[src/pkg/npb_defs.svh]
// Constants of the nonvolatile page buffer programmer
`ifndef NPB_DEFS_SVH
`define NPB_DEFS_SVH
// ----------------------------------------
// Sizes
// ----------------------------------------
`define NPB_FL_PAGE_WORDS 64
`define NPB_EE_PAGE_BYTES 32
`define NPB_ADDR_W 24
`define NPB_FL_WORD_W 16
`define NPB_EE_BYTE_W 8
// ----------------------------------------
// Values and timing
// ----------------------------------------
`define NPB_ERASED_WORD 16'hFFFF
`define NPB_ERASED_BYTE 8'hFF
`define NPB_CLK_MHZ 20
`define NPB_T_OP_US 4
`define NPB_OP_CYCLES ((`NPB_T_OP_US) * (`NPB_CLK_MHZ))
`define NPB_WAIT_W 16
`endif

[src/pkg/npb_pkg.sv]
// Types shared by the page buffer programmer and its users
`include "npb_defs.svh"
package npb_pkg;
	// ----------------------------------------
	// Commands, array operations, targets
	// ----------------------------------------
	typedef enum logic [3:0] {
		CMD_NOP, CMD_FL_LOAD, CMD_FL_CLEAR, CMD_FL_ERASE, CMD_FL_WRITE, CMD_FL_ERASE_WRITE,
		CMD_SIG_WRITE, CMD_EE_LOAD, CMD_EE_CLEAR, CMD_EE_ERASE, CMD_EE_WRITE,
		CMD_EE_ERASE_WRITE, CMD_LOCK_WRITE, CMD_FUSE_WRITE, CMD_CHIP_ERASE, CMD_CRC_RANGE
	} npb_cmd_e;
	typedef enum logic [2:0] {
		AOP_ERASE, AOP_WRITE, AOP_CHIP_ERASE, AOP_LOCK, AOP_FUSE
	} npb_aop_e;
	typedef enum logic [1:0] {TGT_FLASH, TGT_EEPROM, TGT_SIGROW} npb_tgt_e;
	// ----------------------------------------
	// Carriers
	// ----------------------------------------
	typedef struct packed {
		npb_cmd_e code;
		logic src_ext; // 1: external programmer, 0: application software
		logic [`NPB_ADDR_W-1:0] addr; // byte address, CRC start
		logic [`NPB_ADDR_W-1:0] end_addr; // CRC range end, inclusive
		logic [`NPB_FL_WORD_W-1:0] data;
	} npb_cmd_s;
	typedef struct packed {
		logic ext_fl_rd;
		logic ext_fl_wr;
		logic ext_ee_wr;
		logic app_fl_rd;
		logic app_fl_wr;
		logic app_ee_wr;
	} npb_lock_s;
	typedef struct packed {
		logic valid;
		npb_aop_e op;
		npb_tgt_e tgt;
		logic [`NPB_ADDR_W-1:0] addr;
		logic [`NPB_FL_WORD_W-1:0] data;
	} npb_arr_s;
	typedef struct packed {
		logic valid;
		logic [`NPB_ADDR_W-1:0] addr;
	} npb_crc_s;
endpackage

[src/hw/npb_mem.sv]
// Small page buffer memory with registered read data
`timescale 1ns/1ps
`default_nettype none
module npb_mem #(
	parameter int W = 16,
	parameter int D = 64,
	localparam int AW = $clog2(D)
) (
	input wire logic clk_i,
	input wire logic we_i,
	input wire logic [AW-1:0] waddr_i,
	input wire logic [W-1:0] wdata_i,
	input wire logic [AW-1:0] raddr_i,
	output logic [W-1:0] rdata_o
);
	logic [W-1:0] mem [D];

	// Write port; contents need no reset, validity is tracked outside
	always_ff @(posedge clk_i) begin
		if (we_i) begin
			mem[waddr_i] <= wdata_i;
		end
	end

	// Registered read, one cycle after the address
	always_ff @(posedge clk_i) begin
		rdata_o <= mem[raddr_i];
	end
endmodule
`default_nettype wire

[src/hw/npb_programmer.sv]
// Flash and EEPROM page buffers with their programming sequencer
`timescale 1ns/1ps
`default_nettype none
`include "npb_defs.svh"
module npb_programmer #(
	parameter int FL_WORDS = `NPB_FL_PAGE_WORDS,
	parameter int EE_BYTES = `NPB_EE_PAGE_BYTES
) (
	input wire logic CORE_CLK_I,
	input wire logic RESETN_I,
	input wire npb_pkg::npb_cmd_s CMD_I,
	input wire logic CMD_VALID_I,
	output logic CMD_READY_O,
	output logic CMD_REFUSED_O,
	output logic DONE_O,
	output logic BUSY_O,
	output logic ABORT_O,
	input wire npb_pkg::npb_lock_s LOCK_I,
	input wire logic PROG_DEBUG_PORT_EN_I,
	input wire logic POWER_ON_THRESHOLD_LOW_I,
	input wire logic BROWNOUT_MONITOR_LOW_I,
	output logic POWER_ON_THRESHOLD_EN_O,
	output logic BROWNOUT_MONITOR_FORCE_O,
	output npb_pkg::npb_arr_s ARRAY_O,
	output npb_pkg::npb_crc_s CRC_RD_O
);
	import npb_pkg::*;

	localparam int FAW = $clog2(FL_WORDS);
	localparam int EAW = $clog2(EE_BYTES);
	localparam int IW = (FAW > EAW) ? FAW : EAW;
	localparam int AW = `NPB_ADDR_W;

	typedef enum logic [2:0] {ST_IDLE, ST_LOAD, ST_SCAN_RD, ST_SCAN_WR, ST_WAIT, ST_CRC} npb_st_e;

	npb_st_e state;
	logic [IW-1:0] idx;
	npb_aop_e cur_op;
	logic is_eep, is_sig, is_chip, do_write, clr_fl, clr_ee;
	logic [AW-1:0] base;
	logic [IW-1:0] ld_idx;
	logic [`NPB_FL_WORD_W-1:0] ld_data;
	logic ld_eep;
	logic [`NPB_WAIT_W-1:0] wait_cnt;
	logic [AW-1:0] crc_addr, crc_left;
	logic [FL_WORDS-1:0] fl_valid;
	logic [EE_BYTES-1:0] ee_tag;
	logic [1:0] port_s, pot_s, bod_s;
	logic [`NPB_FL_WORD_W-1:0] fl_rdata;
	logic [`NPB_EE_BYTE_W-1:0] ee_rdata;
	logic go, blocked, programming, low_supply, abort, last, emit, fin;
	logic fl_rd_blk, fl_wr_blk, ee_wr_blk;
	logic [AW-1:0] crc_len;

	// ----------------------------------------
	// Pin synchronisers
	// ----------------------------------------
	// Supply monitors and port enable come from other logic, two flops each
	always_ff @(posedge CORE_CLK_I) begin
		if (!RESETN_I) begin
			port_s <= 2'h0;
			pot_s <= 2'h0;
			bod_s <= 2'h0;
		end else begin
			port_s <= {port_s[0], PROG_DEBUG_PORT_EN_I};
			pot_s <= {pot_s[0], POWER_ON_THRESHOLD_LOW_I};
			bod_s <= {bod_s[0], BROWNOUT_MONITOR_LOW_I};
		end
	end

	// ----------------------------------------
	// Command acceptance and protection
	// ----------------------------------------
	// Lock view chosen by the requesting source
	assign fl_rd_blk = CMD_I.src_ext ? LOCK_I.ext_fl_rd : LOCK_I.app_fl_rd;
	assign fl_wr_blk = CMD_I.src_ext ? LOCK_I.ext_fl_wr : LOCK_I.app_fl_wr;
	assign ee_wr_blk = CMD_I.src_ext ? LOCK_I.ext_ee_wr : LOCK_I.app_ee_wr;

	always_comb begin
		case (CMD_I.code)
			CMD_FL_LOAD, CMD_FL_CLEAR, CMD_FL_ERASE, CMD_FL_WRITE, CMD_FL_ERASE_WRITE,
			CMD_SIG_WRITE: blocked = fl_wr_blk;
			CMD_EE_LOAD, CMD_EE_CLEAR, CMD_EE_ERASE, CMD_EE_WRITE,
			CMD_EE_ERASE_WRITE: blocked = ee_wr_blk;
			CMD_CRC_RANGE: blocked = fl_rd_blk;
			default: blocked = 1'b0;
		endcase
	end

	// Only idle takes commands, so loads and clears never meet programming
	assign CMD_READY_O = (state == ST_IDLE);
	assign BUSY_O = (state != ST_IDLE);
	assign go = CMD_VALID_I && CMD_READY_O && !blocked;
	assign programming = (state == ST_SCAN_RD) || (state == ST_SCAN_WR) || (state == ST_WAIT);
	assign low_supply = pot_s[1] || bod_s[1];
	assign abort = programming && low_supply;
	assign last = (cur_op == AOP_ERASE && !is_eep) ||
		(is_eep ? (idx == IW'(EE_BYTES - 1)) : (idx == IW'(FL_WORDS - 1)));
	assign fin = (state == ST_WAIT) && (wait_cnt == '0) && !abort &&
		!(cur_op == AOP_ERASE && do_write);
	// Only tagged EEPROM bytes reach the array
	assign emit = (state == ST_SCAN_WR) && !abort && (!is_eep || ee_tag[idx[EAW-1:0]]);
	assign crc_len = CMD_I.end_addr - CMD_I.addr + AW'(1);

	// ----------------------------------------
	// Sequencer
	// ----------------------------------------
	always_ff @(posedge CORE_CLK_I) begin
		if (!RESETN_I) begin
			state <= ST_IDLE;
			idx <= '0;
			cur_op <= AOP_WRITE;
			{is_eep, is_sig, is_chip, do_write, clr_fl, clr_ee} <= 6'h00;
			base <= '0;
			ld_idx <= '0;
			ld_data <= '0;
			ld_eep <= 1'b0;
			wait_cnt <= '0;
			crc_addr <= '0;
			crc_left <= '0;
		end else if (abort) begin
			state <= ST_IDLE;
		end else begin
			case (state)
				ST_IDLE: begin
					if (go) begin
						idx <= '0;
						is_eep <= CMD_I.code inside {CMD_EE_ERASE, CMD_EE_WRITE, CMD_EE_ERASE_WRITE};
						is_sig <= (CMD_I.code == CMD_SIG_WRITE);
						is_chip <= (CMD_I.code == CMD_CHIP_ERASE);
						do_write <= CMD_I.code inside {CMD_FL_WRITE, CMD_FL_ERASE_WRITE,
							CMD_SIG_WRITE, CMD_EE_WRITE, CMD_EE_ERASE_WRITE};
						clr_fl <= CMD_I.code inside {CMD_FL_WRITE, CMD_FL_ERASE_WRITE,
							CMD_SIG_WRITE, CMD_LOCK_WRITE};
						clr_ee <= CMD_I.code inside {CMD_EE_WRITE, CMD_EE_ERASE_WRITE,
							CMD_LOCK_WRITE, CMD_FUSE_WRITE};
						// Atomic commands start with the erase pass
						cur_op <= (CMD_I.code inside {CMD_FL_ERASE, CMD_FL_ERASE_WRITE,
							CMD_EE_ERASE, CMD_EE_ERASE_WRITE}) ? AOP_ERASE : AOP_WRITE;
						base <= (CMD_I.code inside {CMD_EE_ERASE, CMD_EE_WRITE,
							CMD_EE_ERASE_WRITE}) ? (CMD_I.addr & ~AW'(EE_BYTES - 1)) :
							(CMD_I.addr & ~AW'(2 * FL_WORDS - 1));
						ld_eep <= (CMD_I.code == CMD_EE_LOAD);
						ld_idx <= (CMD_I.code == CMD_EE_LOAD) ? IW'(CMD_I.addr[EAW-1:0]) :
							IW'(CMD_I.addr[FAW:1]);
						ld_data <= CMD_I.data;
						crc_addr <= CMD_I.addr;
						crc_left <= crc_len + AW'(crc_len[0]);
						wait_cnt <= `NPB_WAIT_W'(`NPB_OP_CYCLES);
						case (CMD_I.code)
							CMD_FL_LOAD, CMD_EE_LOAD: state <= ST_LOAD;
							CMD_FL_ERASE, CMD_FL_WRITE, CMD_FL_ERASE_WRITE, CMD_SIG_WRITE,
							CMD_EE_ERASE, CMD_EE_WRITE, CMD_EE_ERASE_WRITE: state <= ST_SCAN_RD;
							CMD_LOCK_WRITE, CMD_FUSE_WRITE, CMD_CHIP_ERASE: state <= ST_WAIT;
							CMD_CRC_RANGE: state <= ST_CRC;
							default: state <= ST_IDLE;
						endcase
					end
				end
				ST_LOAD: state <= ST_IDLE;
				ST_SCAN_RD: state <= ST_SCAN_WR;
				ST_SCAN_WR: begin
					if (last) begin
						state <= ST_WAIT;
						wait_cnt <= `NPB_WAIT_W'(`NPB_OP_CYCLES);
					end else begin
						idx <= idx + IW'(1);
						state <= ST_SCAN_RD;
					end
				end
				ST_WAIT: begin
					if (wait_cnt != '0) begin
						wait_cnt <= wait_cnt - `NPB_WAIT_W'(1);
					end else if (cur_op == AOP_ERASE && do_write) begin
						cur_op <= AOP_WRITE; // second pass of an atomic command
						idx <= '0;
						state <= ST_SCAN_RD;
					end else begin
						state <= ST_IDLE;
					end
				end
				ST_CRC: begin
					crc_addr <= crc_addr + AW'(1);
					crc_left <= crc_left - AW'(1);
					if (crc_left <= AW'(1)) begin
						state <= ST_IDLE;
					end
				end
				default: state <= ST_IDLE;
			endcase
		end
	end

	// ----------------------------------------
	// Page buffers
	// ----------------------------------------
	// Load reads the old entry at accept, writes the AND one cycle later
	npb_mem #(.W(`NPB_FL_WORD_W), .D(FL_WORDS)) u_fl_buf (
		.clk_i(CORE_CLK_I),
		.we_i((state == ST_LOAD) && !ld_eep),
		.waddr_i(ld_idx[FAW-1:0]),
		.wdata_i((fl_valid[ld_idx[FAW-1:0]] ? fl_rdata : `NPB_ERASED_WORD) & ld_data),
		.raddr_i((state == ST_IDLE) ? CMD_I.addr[FAW:1] : idx[FAW-1:0]),
		.rdata_o(fl_rdata)
	);

	npb_mem #(.W(`NPB_EE_BYTE_W), .D(EE_BYTES)) u_ee_buf (
		.clk_i(CORE_CLK_I),
		.we_i((state == ST_LOAD) && ld_eep),
		.waddr_i(ld_idx[EAW-1:0]),
		.wdata_i((ee_tag[ld_idx[EAW-1:0]] ? ee_rdata : `NPB_ERASED_BYTE) &
			ld_data[`NPB_EE_BYTE_W-1:0]),
		.raddr_i((state == ST_IDLE) ? CMD_I.addr[EAW-1:0] : idx[EAW-1:0]),
		.rdata_o(ee_rdata)
	);

	// Flash entry validity; a cleared entry reads back as all ones
	always_ff @(posedge CORE_CLK_I) begin
		if (!RESETN_I || fin && clr_fl || go && CMD_I.code == CMD_FL_CLEAR) begin
			fl_valid <= '0;
		end else if (state == ST_LOAD && !ld_eep) begin
			fl_valid <= fl_valid | (FL_WORDS'(1) << ld_idx[FAW-1:0]);
		end
	end

	// EEPROM tags; contents are only meaningful where tagged, so clearing tags clears the buffer
	always_ff @(posedge CORE_CLK_I) begin
		if (!RESETN_I || fin && clr_ee || go && CMD_I.code == CMD_EE_CLEAR) begin
			ee_tag <= '0;
		end else if (state == ST_LOAD && ld_eep) begin
			ee_tag <= ee_tag | (EE_BYTES'(1) << ld_idx[EAW-1:0]);
		end
	end

	// ----------------------------------------
	// Array, CRC and supply outputs
	// ----------------------------------------
	// Array strobes: page scans and single-shot lock, fuse and chip erase
	always_ff @(posedge CORE_CLK_I) begin
		if (!RESETN_I) begin
			ARRAY_O <= '0;
		end else begin
			ARRAY_O.valid <= emit || go && CMD_I.code inside {CMD_LOCK_WRITE, CMD_FUSE_WRITE,
				CMD_CHIP_ERASE};
			if (state == ST_IDLE) begin
				ARRAY_O.op <= (CMD_I.code == CMD_LOCK_WRITE) ? AOP_LOCK :
					(CMD_I.code == CMD_FUSE_WRITE) ? AOP_FUSE : AOP_CHIP_ERASE;
				ARRAY_O.tgt <= TGT_FLASH;
				ARRAY_O.addr <= CMD_I.addr;
				ARRAY_O.data <= CMD_I.data;
			end else begin
				ARRAY_O.op <= cur_op;
				ARRAY_O.tgt <= is_eep ? TGT_EEPROM : (is_sig ? TGT_SIGROW : TGT_FLASH);
				ARRAY_O.addr <= base + (is_eep ? AW'(idx) : AW'({idx, 1'b0}));
				// Erase ignores buffer data; unloaded flash words go out as all ones
				ARRAY_O.data <= (cur_op == AOP_ERASE) ? `NPB_ERASED_WORD :
					is_eep ? {8'h00, ee_rdata} :
					(fl_valid[idx[FAW-1:0]] ? fl_rdata : `NPB_ERASED_WORD);
			end
		end
	end

	// CRC byte reads, padded to an even count
	always_ff @(posedge CORE_CLK_I) begin
		if (!RESETN_I) begin
			CRC_RD_O <= '0;
		end else begin
			CRC_RD_O.valid <= (state == ST_CRC);
			CRC_RD_O.addr <= crc_addr;
		end
	end

	// Status pulses and the sticky abort flag
	always_ff @(posedge CORE_CLK_I) begin
		if (!RESETN_I) begin
			CMD_REFUSED_O <= 1'b0;
			DONE_O <= 1'b0;
			ABORT_O <= 1'b0;
		end else begin
			CMD_REFUSED_O <= CMD_VALID_I && CMD_READY_O && blocked;
			DONE_O <= fin || (state == ST_LOAD) || (state == ST_CRC && crc_left <= AW'(1)) ||
				go && CMD_I.code inside {CMD_FL_CLEAR, CMD_EE_CLEAR, CMD_NOP};
			if (abort) begin
				ABORT_O <= 1'b1;
			end else if (go) begin
				ABORT_O <= 1'b0;
			end
		end
	end

	// Supply monitors; raised at accept so the first array strobe is already guarded
	always_ff @(posedge CORE_CLK_I) begin
		if (!RESETN_I) begin
			POWER_ON_THRESHOLD_EN_O <= 1'b0;
			BROWNOUT_MONITOR_FORCE_O <= 1'b0;
		end else begin
			POWER_ON_THRESHOLD_EN_O <= programming || go && !(CMD_I.code inside {CMD_NOP,
				CMD_FL_LOAD, CMD_FL_CLEAR, CMD_EE_LOAD, CMD_EE_CLEAR, CMD_CRC_RANGE});
			BROWNOUT_MONITOR_FORCE_O <= port_s[1] || (programming && is_chip) ||
				go && (CMD_I.code == CMD_CHIP_ERASE);
		end
	end
endmodule
`default_nettype wire

[config.mk]
export PLATFORM = sky130hd
export DESIGN_NAME = npb_programmer
export DESIGN_NICKNAME = d
export VERILOG_FILES = /design/src/pkg/npb_pkg.sv /design/src/hw/npb_mem.sv /design/src/hw/npb_programmer.sv
export VERILOG_INCLUDE_DIRS = /design/src /design/src/pkg
export SDC_FILE = /design/constraint.sdc
export NUM_CORES = 2
export LEC_CHECK = 0
export CAP_MARGIN = 15
export CELL_PAD_IN_SITES_DETAIL_PLACEMENT = 2
export CELL_PAD_IN_SITES_GLOBAL_PLACEMENT = 2
export CORE_AREA = 2 2 363 365
export DETAILED_ROUTE_END_ITERATION = 8
export DIE_AREA = 0 0 365 367
export DONT_BUFFER_PORTS = 1
export PLACE_DENSITY = 0.81
export SLEW_MARGIN = 20
export SYNTH_ARGS = -nofsm -noshare
export SYNTH_HDL_FRONTEND = slang
export SYNTH_SLANG_ARGS = --single-unit
[constraint.sdc]
create_clock -name CORE_CLK_I -period 7.6 [get_ports CORE_CLK_I]
set_input_delay 2.28 -clock CORE_CLK_I [delete_from_list [all_inputs] [get_ports CORE_CLK_I]]
set_output_delay 2.28 -clock CORE_CLK_I [all_outputs]
set_load 0.05 [all_outputs]
==> impl_metrics.prom <==
# TYPE chip_impl_metric gauge
chip_impl_metric{name="hold_slack",unit="ps"} 471
chip_impl_metric{name="max_slew_margin",unit=""} 0.165
chip_impl_metric{name="placement_row_count",unit=""} 133
chip_impl_metric{name="timing.max_cap.violations",unit=""} 0
chip_impl_metric{name="final_layout_size_suffix_gt1_frac",unit=""} 0.211
chip_impl_metric{name="tns",unit="ps"} 0
chip_impl_info{name="critical_path_class",value="input port to flop"} 1
chip_impl_metric{name="antenna_violations_before_repair",unit=""} 11
chip_impl_metric{name="clock_tree.htree_level_count",unit=""} 4
chip_impl_metric{name="die-height",unit="um"} 367
chip_impl_metric{name="netlist_area",unit="um2"} 65900
chip_impl_info{name="synth.largest_area_cell",value="sky130_fd_sc_hd__edfxtp_1"} 1
chip_impl_info{name="crit_path_start_kind",value="input port"} 1
chip_impl_metric{name="design.final.nets",unit=""} 4404
chip_impl_metric{name="tritoncts.num_buffers",unit=""} 169
chip_impl_metric{name="grt.total_usage",unit=""} 0.384
chip_impl_metric{name="finalCritPeriodShare",unit=""} 0.721
chip_impl_info{name="synth_most_common_cell",value="sky130_fd_sc_hd__edfxtp_1"} 1
chip_impl_metric{name="io_buffer_count",unit=""} 0
chip_impl_metric{name="synth_enable_flop_cells",unit=""} 1280
chip_impl_metric{name="intPower",unit="mW"} 17.8
chip_impl_metric{name="combinational_power_share",unit=""} 0.303
chip_impl_metric{name="cts.reportedPaths.clkPinSlew",unit="ps"} 70
chip_impl_metric{name="use_met1",unit=""} 0.488
chip_impl_metric{name="drv_slew",unit=""} 0
chip_impl_metric{name="leakage",unit="nW"} 24.6
chip_impl_metric{name="place_hpwl",unit="um"} 148000
chip_impl_metric{name="cts_setup_buffers",unit=""} 0
chip_impl_metric{name="die_w",unit="um"} 365
chip_impl_metric{name="timing.final.crit_period",unit="ps"} 5480
chip_impl_metric{name="placeableCoreArea",unit="um2"} 130000
chip_impl_info{name="synthTopCellsByArea",value="sky130_fd_sc_hd__edfxtp_1 58%, sky130_fd_sc_hd__mux4_2 13%, sky130_fd_sc_hd__dfxtp_1 9.8%"} 1
chip_impl_metric{name="place_inst",unit=""} 5847
chip_impl_metric{name="routed_wire_length",unit="um"} 255000
chip_impl_info{name="status",value="complete, no violations"} 1
chip_impl_metric{name="post-route-worst-setup-slack",unit="ps"} 2120
chip_impl_metric{name="crit_path_max_fanout",unit=""} 65
chip_impl_metric{name="sequential_cell_area_fraction_in_the_yosys_report",unit=""} 0.682
chip_impl_metric{name="routedWlPerCell",unit="um"} 41.4
chip_impl_metric{name="dr.pass1.iters",unit=""} 5
chip_impl_metric{name="max_clock_freq",unit="MHz"} 183
chip_impl_metric{name="powerDensity",unit="nW/um2"} 374
chip_impl_metric{name="clk_path_buf_depth",unit=""} 3
chip_impl_metric{name="r2r.worst_path.cells",unit=""} 13
chip_impl_info{name="cts_root_buffer",value="sky130_fd_sc_hd__clkbuf_16"} 1
chip_impl_metric{name="timing.final.hold_violations",unit=""} 0
chip_impl_metric{name="synth_async_sr_flop_share",unit=""} 0
chip_impl_metric{name="transition_time_at_the_pin_with_the_least_slew_margin",unit="ps"} 1240
chip_impl_metric{name="first_pass_grt_wire_length",unit="um"} 362000
chip_impl_info{name="synth-main-ff-cell",value="sky130_fd_sc_hd__edfxtp_1"} 1
chip_impl_metric{name="remaining_drc_errors",unit=""} 0
chip_impl_metric{name="die_area",unit="um2"} 134000
chip_impl_metric{name="io_pins",unit=""} 159
chip_impl_metric{name="yosysUniqueCellTypes",unit=""} 84
chip_impl_info{name="grt_setup_unrepaired",value="false"} 1
chip_impl_metric{name="postPlaceCellArea",unit="um2"} 68500
chip_impl_metric{name="globalplace.congestion",unit=""} 0.824
chip_impl_metric{name="worst_hold_path.num_cells",unit=""} 1
chip_impl_metric{name="groute.layer.met2.usage",unit=""} 0.631
chip_impl_metric{name="grt_overflow",unit=""} 0
chip_impl_info{name="synth_common_cells",value="1,280 x sky130_fd_sc_hd__edfxtp_1, 433 x sky130_fd_sc_hd__nand2_1, 375 x sky130_fd_sc_hd__mux4_2"} 1
chip_impl_metric{name="clk-insertion-delay-late",unit="ps"} 830
chip_impl_metric{name="switchingPower",unit="mW"} 9.94
chip_impl_metric{name="detailroute.via_count",unit=""} 42982
chip_impl_metric{name="drt_iter0_drc",unit=""} 5524
chip_impl_info{name="r2r-end",value="u_fl_buf.rdata_o[3]$_DFF_P_"} 1
chip_impl_metric{name="gr-usage-met3",unit=""} 0.0706
chip_impl_metric{name="clock_power_share",unit=""} 0.309
chip_impl_info{name="grt_busiest_layer",value="met2"} 1
chip_impl_metric{name="post-route-cell-area",unit="um2"} 74100
chip_impl_metric{name="layout.cells.non_filler",unit=""} 6170
chip_impl_info{name="crit-reg2reg-launch",value="state[0]$_SDFFE_PP0P_"} 1
chip_impl_metric{name="synth.net_count",unit=""} 4334
chip_impl_metric{name="synthesis.instances",unit=""} 4197
chip_impl_metric{name="viasPerCell",unit=""} 6.97
chip_impl_metric{name="syn_avg_cell_area",unit="um2"} 15.7
chip_impl_metric{name="final_antenna_net_count",unit=""} 0
chip_impl_metric{name="grt_pass1_vias",unit=""} 45404
chip_impl_metric{name="areaGrowthSynthToFinish",unit="%"} 12.6
chip_impl_metric{name="grt_max_degree",unit=""} 85
chip_impl_metric{name="ir_drop",unit="mV"} 0.254
chip_impl_info{name="tritoncts",value="yes"} 1
chip_impl_metric{name="dp_worst_setup_slack",unit="ps"} 1350
chip_impl_info{name="whs_endpoint",value="port_s[1]$_SDFF_PN0_"} 1
chip_impl_metric{name="floorplan.initialDensity",unit=""} 0.505
chip_impl_metric{name="fin_util",unit=""} 0.568
chip_impl_metric{name="cts_hold_buf",unit=""} 0
chip_impl_metric{name="clock_sinks",unit=""} 1604
chip_impl_info{name="worstSetupEndpointType",value="flop"} 1
chip_impl_metric{name="netlist.area_leader.share",unit=""} 0.584
chip_impl_metric{name="synthesis.yosys.warnings",unit=""} 0
chip_impl_metric{name="power.switching_fraction",unit=""} 0.359
chip_impl_metric{name="setup_viol_count_final",unit=""} 0
chip_impl_metric{name="fin_worst_skew",unit="ps"} 54.6
chip_impl_metric{name="critical_path_arrival",unit="ps"} 6200
chip_impl_metric{name="regToRegSetupSlack",unit="ps"} 2150
chip_impl_metric{name="power.total",unit="mW"} 27.7
chip_impl_metric{name="share_seq_of_total_power",unit=""} 0.389
chip_impl_metric{name="cts.repair.resized",unit=""} 0
chip_impl_info{name="source_of_the_worst_hold_timing_path",value="port_s[0]$_SDFF_PN0_"} 1
chip_impl_metric{name="synth_seq_cells",unit=""} 1604
chip_impl_info{name="holdCritPathClass",value="flop to flop"} 1
chip_impl_metric{name="worst_ep_required_time",unit="ps"} 8320
==> cells in the final DEF, fill, tap and decap left out, types with 43 or more instances in the layout <==
cell type	count
sky130_fd_sc_hd__clkbuf_16	174
sky130_fd_sc_hd__o21ai_0	91
sky130_fd_sc_hd__a31oi_1	49
sky130_fd_sc_hd__mux4_2	375
sky130_fd_sc_hd__and2_1	97
sky130_fd_sc_hd__nand3_1	79
sky130_fd_sc_hd__buf_4	153
sky130_fd_sc_hd__ha_1	54
sky130_fd_sc_hd__dfxtp_1	320
sky130_fd_sc_hd__xor2_1	43
sky130_fd_sc_hd__edfxtp_1	1280
sky130_fd_sc_hd__nand2_1	431
sky130_fd_sc_hd__inv_1	54
sky130_fd_sc_hd__a21oi_1	169
sky130_fd_sc_hd__a211oi_1	99
sky130_fd_sc_hd__o21a_1	106
sky130_fd_sc_hd__nor2_1	204
==> sequential cells by signal (all words and copies together), names as in the netlist, 8 cells and up <==
signal and flops:
u_ee_buf.rdata_o 8, wait_cnt 16, u_ee_buf.mem 256, ee_tag 32, crc_addr 24, u_fl_buf.mem 1024
ARRAY_O 46, CRC_RD_O 25, base 19, crc_left 24, u_fl_buf.rdata_o 16, ld_data 16
fl_valid 64
==> worst max path at each step <==
stage	start	endpoint	slack, ps
floorplan	CMD_I[17]	crc_left[20]$_SDFFE_PN0P_	1990
global placement	CMD_I[17]	crc_left[20]$_SDFFE_PN0P_	1440
detailed placement	CMD_I[17]	crc_left[20]$_SDFFE_PN0P_	1350
CTS	state[1]$_SDFFE_PP0P_	u_fl_buf.rdata_o[3]$_DFF_P_	2060
global route	CMD_I[17]	crc_left[20]$_SDFFE_PN0P_	1770
finish	CMD_I[42]	u_fl_buf.rdata_o[3]$_DFF_P_	2120
==> kinds of logic (layout without fill, tap and decap cells) <==
logic type      Yosys count  in the layout  share of synthesized area
fa+ha+maj                56             56                     0.0109
mux                     393            393                      0.131
compound gates          709            709                     0.0728
xor+xnor                 75             75                    0.00997
simple gates           1035           1035                     0.0717
flops                  1604           1604                      0.682
other cells               0              6                          0
buf+inv                 325            537                     0.0216
==> per-layer routing <==
metal	vias to the layer above	share of wire
li1	16509	-
met1	22833	0.37
met2	2881	0.49
met3	749	0.081
met4	10	0.058
met5	-	0.00027
==> area by class of cell <==
class | instances | area (um2)
fillers | 11175 | 56300
multi-input cells | 2268 | 19900
inverters | 56 | 225
well taps | 1755 | 2200
repair buffers | 168 | 1450
flip-flops and latches | 1604 | 44900
clock inverters | 81 | 688
diodes | 6 | 15.0
clock buffers | 232 | 4790
==> power by group through the flow <==
| stage | clock network (mW) | registers (mW) | logic (mW) |
|---|---|---|---|
| 2_1_floorplan | 0 | 10.7 | 5.29 |
| 3_3_place_gp | 0 | 10.9 | 7.44 |
| 3_5_place_dp | 0 | 10.9 | 7.94 |
| 4_1_cts | 8.58 | 10.7 | 8.27 |
| 5_1_grt | 8.84 | 10.8 | 8.75 |
| 6_report | 8.55 | 10.8 | 8.39 |
==> critical path: stages <==
cell and delay (ps):
sky130_fd_sc_hd__inv_1 80, sky130_fd_sc_hd__nor2_1 180, sky130_fd_sc_hd__a21oi_4 950, sky130_fd_sc_hd__buf_12 460, sky130_fd_sc_hd__mux4_2 280, sky130_fd_sc_hd__and2_1 150
sky130_fd_sc_hd__a211oi_1 100, sky130_fd_sc_hd__a311oi_1 1050, sky130_fd_sc_hd__a21oi_1 300, sky130_fd_sc_hd__a21oi_1 290
Power figures use the tool's default switching activity.
